**src/dinr_pkg.sv**
```systemverilog
package dinr_pkg;
   // ****************************************
   // Sizes
   // ****************************************
   localparam int NUM_INPUTS = 12;
   localparam int NUM_PWM = 4;
   localparam int NUM_PFI = 4;
   localparam int NUM_DIR_MOD = 4;
   localparam int DIR_PER_MOD = 3;
   localparam int NUM_DIR = 12;
   localparam int SEL_W = 5;
   localparam int FILT_W = 16;
   localparam int MEAS_W = 32;
   // ****************************************
   // Source select codes
   // ****************************************
   localparam logic [4:0] SEL_NONE = 5'h00;
   localparam logic [4:0] SEL_INPUT0 = 5'h01;
   localparam logic [4:0] SEL_PWM0 = 5'h0D;
   // ****************************************
   // Cam choice for the index gate
   // ****************************************
   localparam logic [1:0] IDX_DIRECT = 2'h0;
   localparam logic [1:0] IDX_MASK_A = 2'h1;
   localparam logic [1:0] IDX_MASK_B = 2'h2;
   // ****************************************
   // Driver modes
   // ****************************************
   localparam logic [1:0] MODE_DIRECT = 2'h0;
   localparam logic [1:0] MODE_TMP = 2'h1;
   // ****************************************
   // Timing
   // ****************************************
   localparam int CLK_HZ = 40000000;
   localparam int US_NS = 1000;
   localparam int CLK_NS = 25;
   localparam int CYC_PER_US = (US_NS + CLK_NS - 1) / CLK_NS;
   // Reset values
   localparam logic [MEAS_W-1:0] MEAS_RESET = 32'h00000000;
endpackage : dinr_pkg

```
**src/digital_input_signal_router.sv**
```systemverilog
`timescale 1ns/10ps
module digital_input_signal_router #(
   parameter int NUM_INPUTS = dinr_pkg::NUM_INPUTS,
   parameter int NUM_PFI = dinr_pkg::NUM_PFI,
   parameter int NUM_DIR_MOD = dinr_pkg::NUM_DIR_MOD,
   parameter int NUM_DIR = dinr_pkg::NUM_DIR
) (
   // Clock and reset
   input wire logic CORE_CLK,
   input wire logic RESETN,
   // Raw input pins and internal PWM sources
   input wire logic [NUM_INPUTS-1:0] INPUT_PIN,
   input wire logic [dinr_pkg::NUM_PWM-1:0] AUX_PWM,
   // Per input conditioning
   input wire logic [NUM_INPUTS-1:0] INPUT_INVERT,
   input wire logic [NUM_INPUTS*dinr_pkg::FILT_W-1:0] INPUT_FILTER_US,
   // Source selections
   input wire logic [dinr_pkg::SEL_W-1:0] CRANK_SOURCE_SELECT,
   input wire logic [dinr_pkg::SEL_W-1:0] INDEX_PULSE_SOURCE_SELECT,
   input wire logic [dinr_pkg::SEL_W-1:0] CAM_A_SOURCE_SELECT,
   input wire logic [dinr_pkg::SEL_W-1:0] CAM_B_SOURCE_SELECT,
   input wire logic [NUM_PFI*dinr_pkg::SEL_W-1:0] PORT_INJECTOR_SOURCE_SELECT,
   input wire logic [NUM_DIR*dinr_pkg::SEL_W-1:0] DIRECT_INJECTOR_CHANNEL_SOURCE_SELECT,
   // Tracker cam input configuration
   input wire logic INDEX_MASK_ENABLE,
   input wire logic INDEX_MASK_CAM_B,
   input wire logic USE_INDEX_PULSE,
   input wire logic PHASE_CAM_B,
   // Driver module presence and modes
   input wire logic PORT_INJECTOR_PRESENT,
   input wire logic [1:0] PORT_INJECTOR_MODE,
   input wire logic [NUM_DIR_MOD-1:0] DIRECT_MODULE_PRESENT,
   input wire logic [NUM_DIR_MOD*2-1:0] DIRECT_MODULE_MODE,
   // Tracker outputs
   output logic TRACKER_CRANK,
   output logic TRACKER_CAM,
   output logic CAM_A,
   output logic CAM_B,
   output logic CAM_A_RISE,
   output logic CAM_B_RISE,
   // Injector channel commands and their enables
   output logic [NUM_PFI-1:0] PORT_INJECTOR_CMD,
   output logic [NUM_PFI-1:0] PORT_INJECTOR_CMD_EN,
   output logic [NUM_DIR-1:0] DIRECT_INJECTOR_CMD,
   output logic [NUM_DIR-1:0] DIRECT_INJECTOR_CMD_EN,
   // Input status
   output logic [NUM_INPUTS-1:0] INPUT_LEVEL,
   output logic [NUM_INPUTS*dinr_pkg::MEAS_W-1:0] INPUT_PERIOD_CYC,
   output logic [NUM_INPUTS*dinr_pkg::MEAS_W-1:0] INPUT_HIGH_CYC
);
   // ****************************************
   // Microsecond tick divider
   // ****************************************
   localparam logic [7:0] US_LAST = 8'(dinr_pkg::CYC_PER_US - 1);
   logic [7:0] us_cnt;
   wire logic us_tick = us_cnt == US_LAST;
   always_ff @(posedge CORE_CLK or negedge RESETN) begin
      if (!RESETN) begin
         us_cnt <= 8'h00;
      end else begin
         us_cnt <= us_tick ? 8'h00 : us_cnt + 8'h01;
      end
   end

   // ****************************************
   // Conditioning and measurement per input
   // ****************************************
   logic [NUM_INPUTS-1:0] level;
   genvar gi;
   generate
      for (gi = 0; gi < NUM_INPUTS; gi++) begin : g_in
         input_conditioner #(
            .FILT_W(dinr_pkg::FILT_W),
            .MEAS_W(dinr_pkg::MEAS_W)
         ) u_cond (
            .clk(CORE_CLK),
            .resetn(RESETN),
            .us_tick(us_tick),
            .raw_pin(INPUT_PIN[gi]),
            .invert(INPUT_INVERT[gi]),
            .filter_us(INPUT_FILTER_US[gi*dinr_pkg::FILT_W +: dinr_pkg::FILT_W]),
            .level(level[gi]),
            .period_cyc(INPUT_PERIOD_CYC[gi*dinr_pkg::MEAS_W +: dinr_pkg::MEAS_W]),
            .high_cyc(INPUT_HIGH_CYC[gi*dinr_pkg::MEAS_W +: dinr_pkg::MEAS_W])
         );
      end
   endgenerate
   assign INPUT_LEVEL = level;

   // ****************************************
   // Source selection
   // ****************************************
   logic [dinr_pkg::NUM_PWM-1:0] pwm_sync1;
   logic [dinr_pkg::NUM_PWM-1:0] pwm;
   always_ff @(posedge CORE_CLK or negedge RESETN) begin
      if (!RESETN) begin
         pwm_sync1 <= '0;
         pwm <= '0;
      end else begin
         pwm_sync1 <= AUX_PWM;
         pwm <= pwm_sync1;
      end
   end

   // Code 0 unassigned, then inputs, then PWM generators
   wire logic [15:0] sources = {pwm, level};

   function automatic logic pick(input logic [15:0] src, input logic [4:0] sel);
      logic r;
      r = 1'b0;
      if (sel >= dinr_pkg::SEL_INPUT0 && sel < dinr_pkg::SEL_PWM0 + 5'h04) begin
         r = src[4'(sel - dinr_pkg::SEL_INPUT0)];
      end
      return r;
   endfunction : pick

   function automatic logic mode_ok(input logic [1:0] mode);
      return mode == dinr_pkg::MODE_DIRECT || mode == dinr_pkg::MODE_TMP;
   endfunction : mode_ok

   // Every destination reads the same shared source vector
   wire logic crank_n = pick(sources, CRANK_SOURCE_SELECT);
   wire logic index_n = pick(sources, INDEX_PULSE_SOURCE_SELECT);
   wire logic cam_a_n = pick(sources, CAM_A_SOURCE_SELECT);
   wire logic cam_b_n = pick(sources, CAM_B_SOURCE_SELECT);
   wire logic mask_cam = INDEX_MASK_CAM_B ? cam_b_n : cam_a_n;
   wire logic gated_index = index_n & (mask_cam | !INDEX_MASK_ENABLE);
   wire logic phase_cam = PHASE_CAM_B ? cam_b_n : cam_a_n;
   wire logic tracker_cam_n = USE_INDEX_PULSE ? gated_index : phase_cam;

   logic [NUM_PFI-1:0] pfi_n;
   logic [NUM_PFI-1:0] pfi_en_n;
   logic [NUM_DIR-1:0] dir_n;
   logic [NUM_DIR-1:0] dir_en_n;
   always_comb begin
      for (int i = 0; i < NUM_PFI; i++) begin
         pfi_en_n[i] = PORT_INJECTOR_PRESENT && mode_ok(PORT_INJECTOR_MODE);
         pfi_n[i] = pfi_en_n[i] &&
            pick(sources, PORT_INJECTOR_SOURCE_SELECT[i*dinr_pkg::SEL_W +: dinr_pkg::SEL_W]);
      end
      for (int j = 0; j < NUM_DIR; j++) begin
         dir_en_n[j] = DIRECT_MODULE_PRESENT[j / dinr_pkg::DIR_PER_MOD] &&
            mode_ok(DIRECT_MODULE_MODE[(j / dinr_pkg::DIR_PER_MOD)*2 +: 2]);
         dir_n[j] = dir_en_n[j] && pick(sources,
            DIRECT_INJECTOR_CHANNEL_SOURCE_SELECT[j*dinr_pkg::SEL_W +: dinr_pkg::SEL_W]);
      end
   end

   // ****************************************
   // Registered outputs
   // ****************************************
   always_ff @(posedge CORE_CLK or negedge RESETN) begin
      if (!RESETN) begin
         TRACKER_CRANK <= 1'b0;
         TRACKER_CAM <= 1'b0;
         CAM_A <= 1'b0;
         CAM_B <= 1'b0;
         CAM_A_RISE <= 1'b0;
         CAM_B_RISE <= 1'b0;
         PORT_INJECTOR_CMD <= '0;
         PORT_INJECTOR_CMD_EN <= '0;
         DIRECT_INJECTOR_CMD <= '0;
         DIRECT_INJECTOR_CMD_EN <= '0;
      end else begin
         TRACKER_CRANK <= crank_n;
         TRACKER_CAM <= tracker_cam_n;
         CAM_A <= cam_a_n;
         CAM_B <= cam_b_n;
         CAM_A_RISE <= cam_a_n && !CAM_A;
         CAM_B_RISE <= cam_b_n && !CAM_B;
         PORT_INJECTOR_CMD <= pfi_n;
         PORT_INJECTOR_CMD_EN <= pfi_en_n;
         DIRECT_INJECTOR_CMD <= dir_n;
         DIRECT_INJECTOR_CMD_EN <= dir_en_n;
      end
   end
endmodule : digital_input_signal_router

```
**src/input_conditioner.sv**
```systemverilog
`timescale 1ns/10ps
module input_conditioner #(
   parameter int FILT_W = 16,
   parameter int MEAS_W = 32
) (
   // Clock and reset
   input wire logic clk,
   input wire logic resetn,
   input wire logic us_tick,
   // Raw pin and settings
   input wire logic raw_pin,
   input wire logic invert,
   input wire logic [FILT_W-1:0] filter_us,
   // Conditioned level and measurements
   output logic level,
   output logic [MEAS_W-1:0] period_cyc,
   output logic [MEAS_W-1:0] high_cyc
);
   logic sync1;
   logic sync2;
   logic [FILT_W-1:0] hold_us;
   logic [MEAS_W-1:0] period_cnt;
   logic [MEAS_W-1:0] high_cnt;
   logic level_d;
   wire logic cand = sync2 ^ invert;
   wire logic differs = cand != level;
   wire logic filt_off = filter_us == '0;
   // Count whole ticks after the first partial one, so the hold is never short
   wire logic held = differs && us_tick && (hold_us >= filter_us);
   wire logic accept = differs && (filt_off || held);
   wire logic rise = level && !level_d;
   always_ff @(posedge clk or negedge resetn) begin
      if (!resetn) begin
         sync1 <= 1'b0;
         sync2 <= 1'b0;
      end else begin
         sync1 <= raw_pin;
         sync2 <= sync1;
      end
   end
   // ****************************************
   // Invert, then filter by hold time
   // ****************************************
   always_ff @(posedge clk or negedge resetn) begin
      if (!resetn) begin
         level <= 1'b0;
         hold_us <= '0;
      end else if (!differs || accept) begin
         hold_us <= '0;
         level <= cand;
      end else if (us_tick) begin
         hold_us <= hold_us + 1'b1;
      end
   end
   // ****************************************
   // Period and high time between rising edges
   // ****************************************
   always_ff @(posedge clk or negedge resetn) begin
      if (!resetn) begin
         level_d <= 1'b0;
         period_cnt <= '0;
         high_cnt <= '0;
         period_cyc <= '0;
         high_cyc <= '0;
      end else begin
         level_d <= level;
         if (rise) begin
            period_cyc <= period_cnt;
            high_cyc <= high_cnt;
            period_cnt <= MEAS_W'(1);
            high_cnt <= MEAS_W'(1);
         end else begin
            if (~&period_cnt) period_cnt <= period_cnt + 1'b1;
            if (level && ~&high_cnt) high_cnt <= high_cnt + 1'b1;
         end
      end
   end
endmodule : input_conditioner

```
**config.mk**
```make
export PLATFORM = sky130hd
export DESIGN_NAME = digital_input_signal_router
export DESIGN_NICKNAME = d
export VERILOG_FILES = /design/src/dinr_pkg.sv /design/src/digital_input_signal_router.sv /design/src/input_conditioner.sv
export SDC_FILE = /design/constraint.sdc
export NUM_CORES = 2
export LEC_CHECK = 0
export BUFFER_PORTS_ARGS = -buffer_cell sky130_fd_sc_hd__buf_2
export CELL_PAD_IN_SITES_DETAIL_PLACEMENT = 1
export CELL_PAD_IN_SITES_GLOBAL_PLACEMENT = 2
export CORE_MARGIN = 1.5
export CORE_UTILIZATION = 33
export CTS_CLUSTER_SIZE = 10
export DETAILED_ROUTE_END_ITERATION = 6
export PLACE_DENSITY_LB_ADDON = 0.2
export SKIP_LAST_GASP = 1
export SYNTH_ARGS = -nofsm -noshare
export SYNTH_HDL_FRONTEND = slang
export SYNTH_SLANG_ARGS = --single-unit
```
**constraint.sdc**
```tcl
create_clock -name CORE_CLK -period 2.31 [get_ports CORE_CLK]
set_input_delay 0 -clock CORE_CLK [delete_from_list [all_inputs] [get_ports CORE_CLK]]
set_output_delay 0 -clock CORE_CLK [all_outputs]
set_load 0.01 [all_outputs]
```
==> qor.csv <==
metric,value,unit
status,"finished, final reports clean",
hold_viol_final,0,
ys.flop_type,dfrtp_1,
hp-class,input pin to flop,
setup_viol,0,
tightest_slew,637.7,ps
nFillCells,31714,
drtAntennaViolNets,0,
drt_iter0_markers,4534,
slowest_delay,540,ps
clk_pin_slew_worst_paths,60,ps
period_share,0.9919,
r2r-start,us_cnt[3],
antenna_found_initial,161,
setup.worst_path.start,us_cnt[3],
grt_max_degree,96,
yosysSeqAreaShare,0.4998,
grt.overflow.total,0,
rsz0062_at_grt,true,
hpwl,258.5,mm
dr.pass1.iters,5,
viasPerCell,5.125,
postSynthAreaPerCell,9.149,sq um
cp.required,3040,ps
endpoint_kind,flop,
fin_setup_tns,0,ps
port_buffers,1153,
startpoint_type,flop,
rows,192,
nets,12456,
ir_drop,0.5927,mV
cp_slowest_cell,or4_4,
synth_top_area_frac,0.4998,
slew_headroom,0.5729,
cts_tree,built,
ctsLongestPathBuffers,4,
synth_edf_count,0,
drc,0,
clock_latency,910,ps
syn_inst,9955,
cap_violations,0,
max_freq,436.4,MHz
initial_core_util,0.3323,
stdcell_count,15739,
num_io_pins,1159,
ys_types,95,
yosysTopAreaCell,dfrtp_1,
period_needed,2291,ps
fp.dieArea,279200,sq um
async_flop_share,1.000,
cts_root_buf,clkbuf_16,
grt_pass1_vias,84291,
drv_slew,0,
synthTopCellsByArea,"dfrtp_1 50%, nand2_1 11%, xnor2_1 3.9%",
powerDensity,822.5,nW/um^2
place_inst,14932,
place.gp.congestion,0.8865,
tritoncts.num_buffers,224,
crit_chain,nor4_4 > nand2_4 > buf_12 > or4_4 > o221ai_4 > mux2_4,
r2r_slack,20,ps
die_h,528.4,microns
grtUsageTotal,0.2394,
syn_nets,10565,
synthTopCellsByCount,"2651 x nand2_1, 1819 x dfrtp_1, 897 x nor2_1, 403 x xnor2_1, 370 x clkbuf_1",
synth_most_common_cell,nand2_1,
drive_gt1_frac,0.2033,
final_util,0.4251,
routed_wl,342.4,mm
cp.arrival,3020,ps
die_w,528.4,microns
grt_first_pass_wirelength,522.0,mm
reg2reg_to,g_in[8].u_cond.level,
r2r_cells,6,
whs,6.903,ps
endpoint,g_in[8].u_cond.level,
critical_path_class,flop to flop,
skew,68.91,ps
routedWlPerCell,21.76,microns
coreArea,274100,sq um
power_leakage,58.13,nW
area.growth.synth_to_final,27.94,%
synth_warnings,0,
ys_ff_latch,1819,
syn_area,91080,sq um
cts.sinks,1819,
cts_htree_levels,4,
dr_total_vias,80657,
critPathMaxFanout,7,
==> cell usage in the layout, fill, tap and decap left out, drive strengths merged, types with 27 or more instances in the layout <==
cell type / n
a211oi: 45
a21o: 56
a21oi: 229
and2: 60
and3: 153
and4: 109
buf: 1804
clkbuf: 327
dfrtp: 1819
diode: 78
dlygate4sd3: 329
ha: 269
inv: 376
mux2: 68
mux2i: 36
mux4: 80
nand2: 2652
nand2b: 49
nand3: 345
nand4: 281
nor2: 898
nor2b: 27
nor3: 196
nor4: 182
o211ai: 52
o21ai: 291
or3: 124
or4: 58
xnor2: 403
xor2: 329
==> cell families (layout without fill, tap and decap cells) <==
logic type | Yosys count | in the layout | share of synthesized area
AOI/OAI and AO/OA | 886 | 886 | 0.06237
xor gates and xnor gates | 732 | 732 | 0.07039
adders and majority gates | 269 | 269 | 0.03695
buffers and inverters | 841 | 2861 | 0.03661
DFF | 1819 | 1819 | 0.4998
muxes | 184 | 184 | 0.03227
other | 0 | 78 | 0
and+or+nand+nor | 5224 | 5224 | 0.2617
==> final cells by class <==
cell class / count / area (sq um) / share of cell area
timing repair buffer: 2137 / 15120 / 0.1298
inverter: 369 / 1385 / 0.01189
multi-input combinational: 7295 / 42840 / 0.3676
clock buffer: 323 / 6400 / 0.05492
tap: 3686 / 4612 / 0.03958
sequential: 1819 / 45540 / 0.3908
antenna: 78 / 195.2 / 0.001675
clock inverter: 32 / 442.9 / 0.003801
==> worst max-delay path, delay by kind of cell (launching register included) <==
family,cells,cell delay [ps]
simple gates,3,1040
flops,1,430
mux,1,320
compound gates,1,210
buf+inv,1,170
==> metal layers <==
layer  vias to the layer above  routed length [microns]  global-route usage
li1                      37451                        -                   -
met1                     40781                   149300              0.3128
met2                      1756                   162500              0.3938
met3                       615                    17290             0.04148
met4                        54                    12900             0.09213
met5                         -                      357                   0
==> worst min-delay path by stage <==
stage / endpoint / from / slack [ps] / cells past startpoint
floorplan: CAM_A / RESETN / -300 / 0
global placement: g_in[2].u_cond.period_cyc[17] / RESETN / -70 / 1
detailed placement: g_in[2].u_cond.period_cyc[17] / RESETN / -60 / 1
CTS: g_in[9].u_cond.hold_us[1] / INPUT_FILTER_US[150] / 3 / 5
global route: g_in[1].u_cond.level / INPUT_FILTER_US[28] / 30 / 5
finish: g_in[6].u_cond.level / INPUT_FILTER_US[100] / 7 / 6
==> sequential cells by signal, indices dropped and copies added, names as in the netlist, 4 cells and up <==
name / count
g_in.u_cond.high_cnt: 384
g_in.u_cond.high_cyc: 384
g_in.u_cond.period_cnt: 384
g_in.u_cond.period_cyc: 384
g_in.u_cond.hold_us: 192
DIRECT_INJECTOR_CMD: 12
g_in.u_cond.level: 12
g_in.u_cond.level_d: 12
g_in.u_cond.sync1: 12
g_in.u_cond.sync2: 12
us_cnt: 8
DIRECT_INJECTOR_CMD_EN: 4
PORT_INJECTOR_CMD: 4
pwm: 4
pwm_sync1: 4
==> report_power, final <==
| part | internal, mW | switching (mW) | total (mW) |
|---|---|---|---|
| registers | 33.9 | 2.13 | 36.0 |
| clock network | 19.7 | 14.2 | 33.9 |
| logic | 9.43 | 16.5 | 26.0 |
==> through the flow <==
step           area [sq um]  setup slack (ps)  power (mW)
4_1_cts              115400            -10.45       96.17
5_1_grt              116500            -130.5       100.7
2_1_floorplan         91090            -3.783       49.59
3_5_place_dp         105200            -271.6       61.05
6_report             116500             18.74       95.85
3_3_place_gp         105200            -268.4       60.30
==> repair_timing <==
item	CTS	global route
gates cloned	0	4
gates resized for setup	21	92
setup buffers	3	38
pin swaps	6	23
endpoints found under the setup margin	130	255
hold buffers	328	3
endpoints found under the hold margin	2044	1
Power figures use the tool's default switching activity.
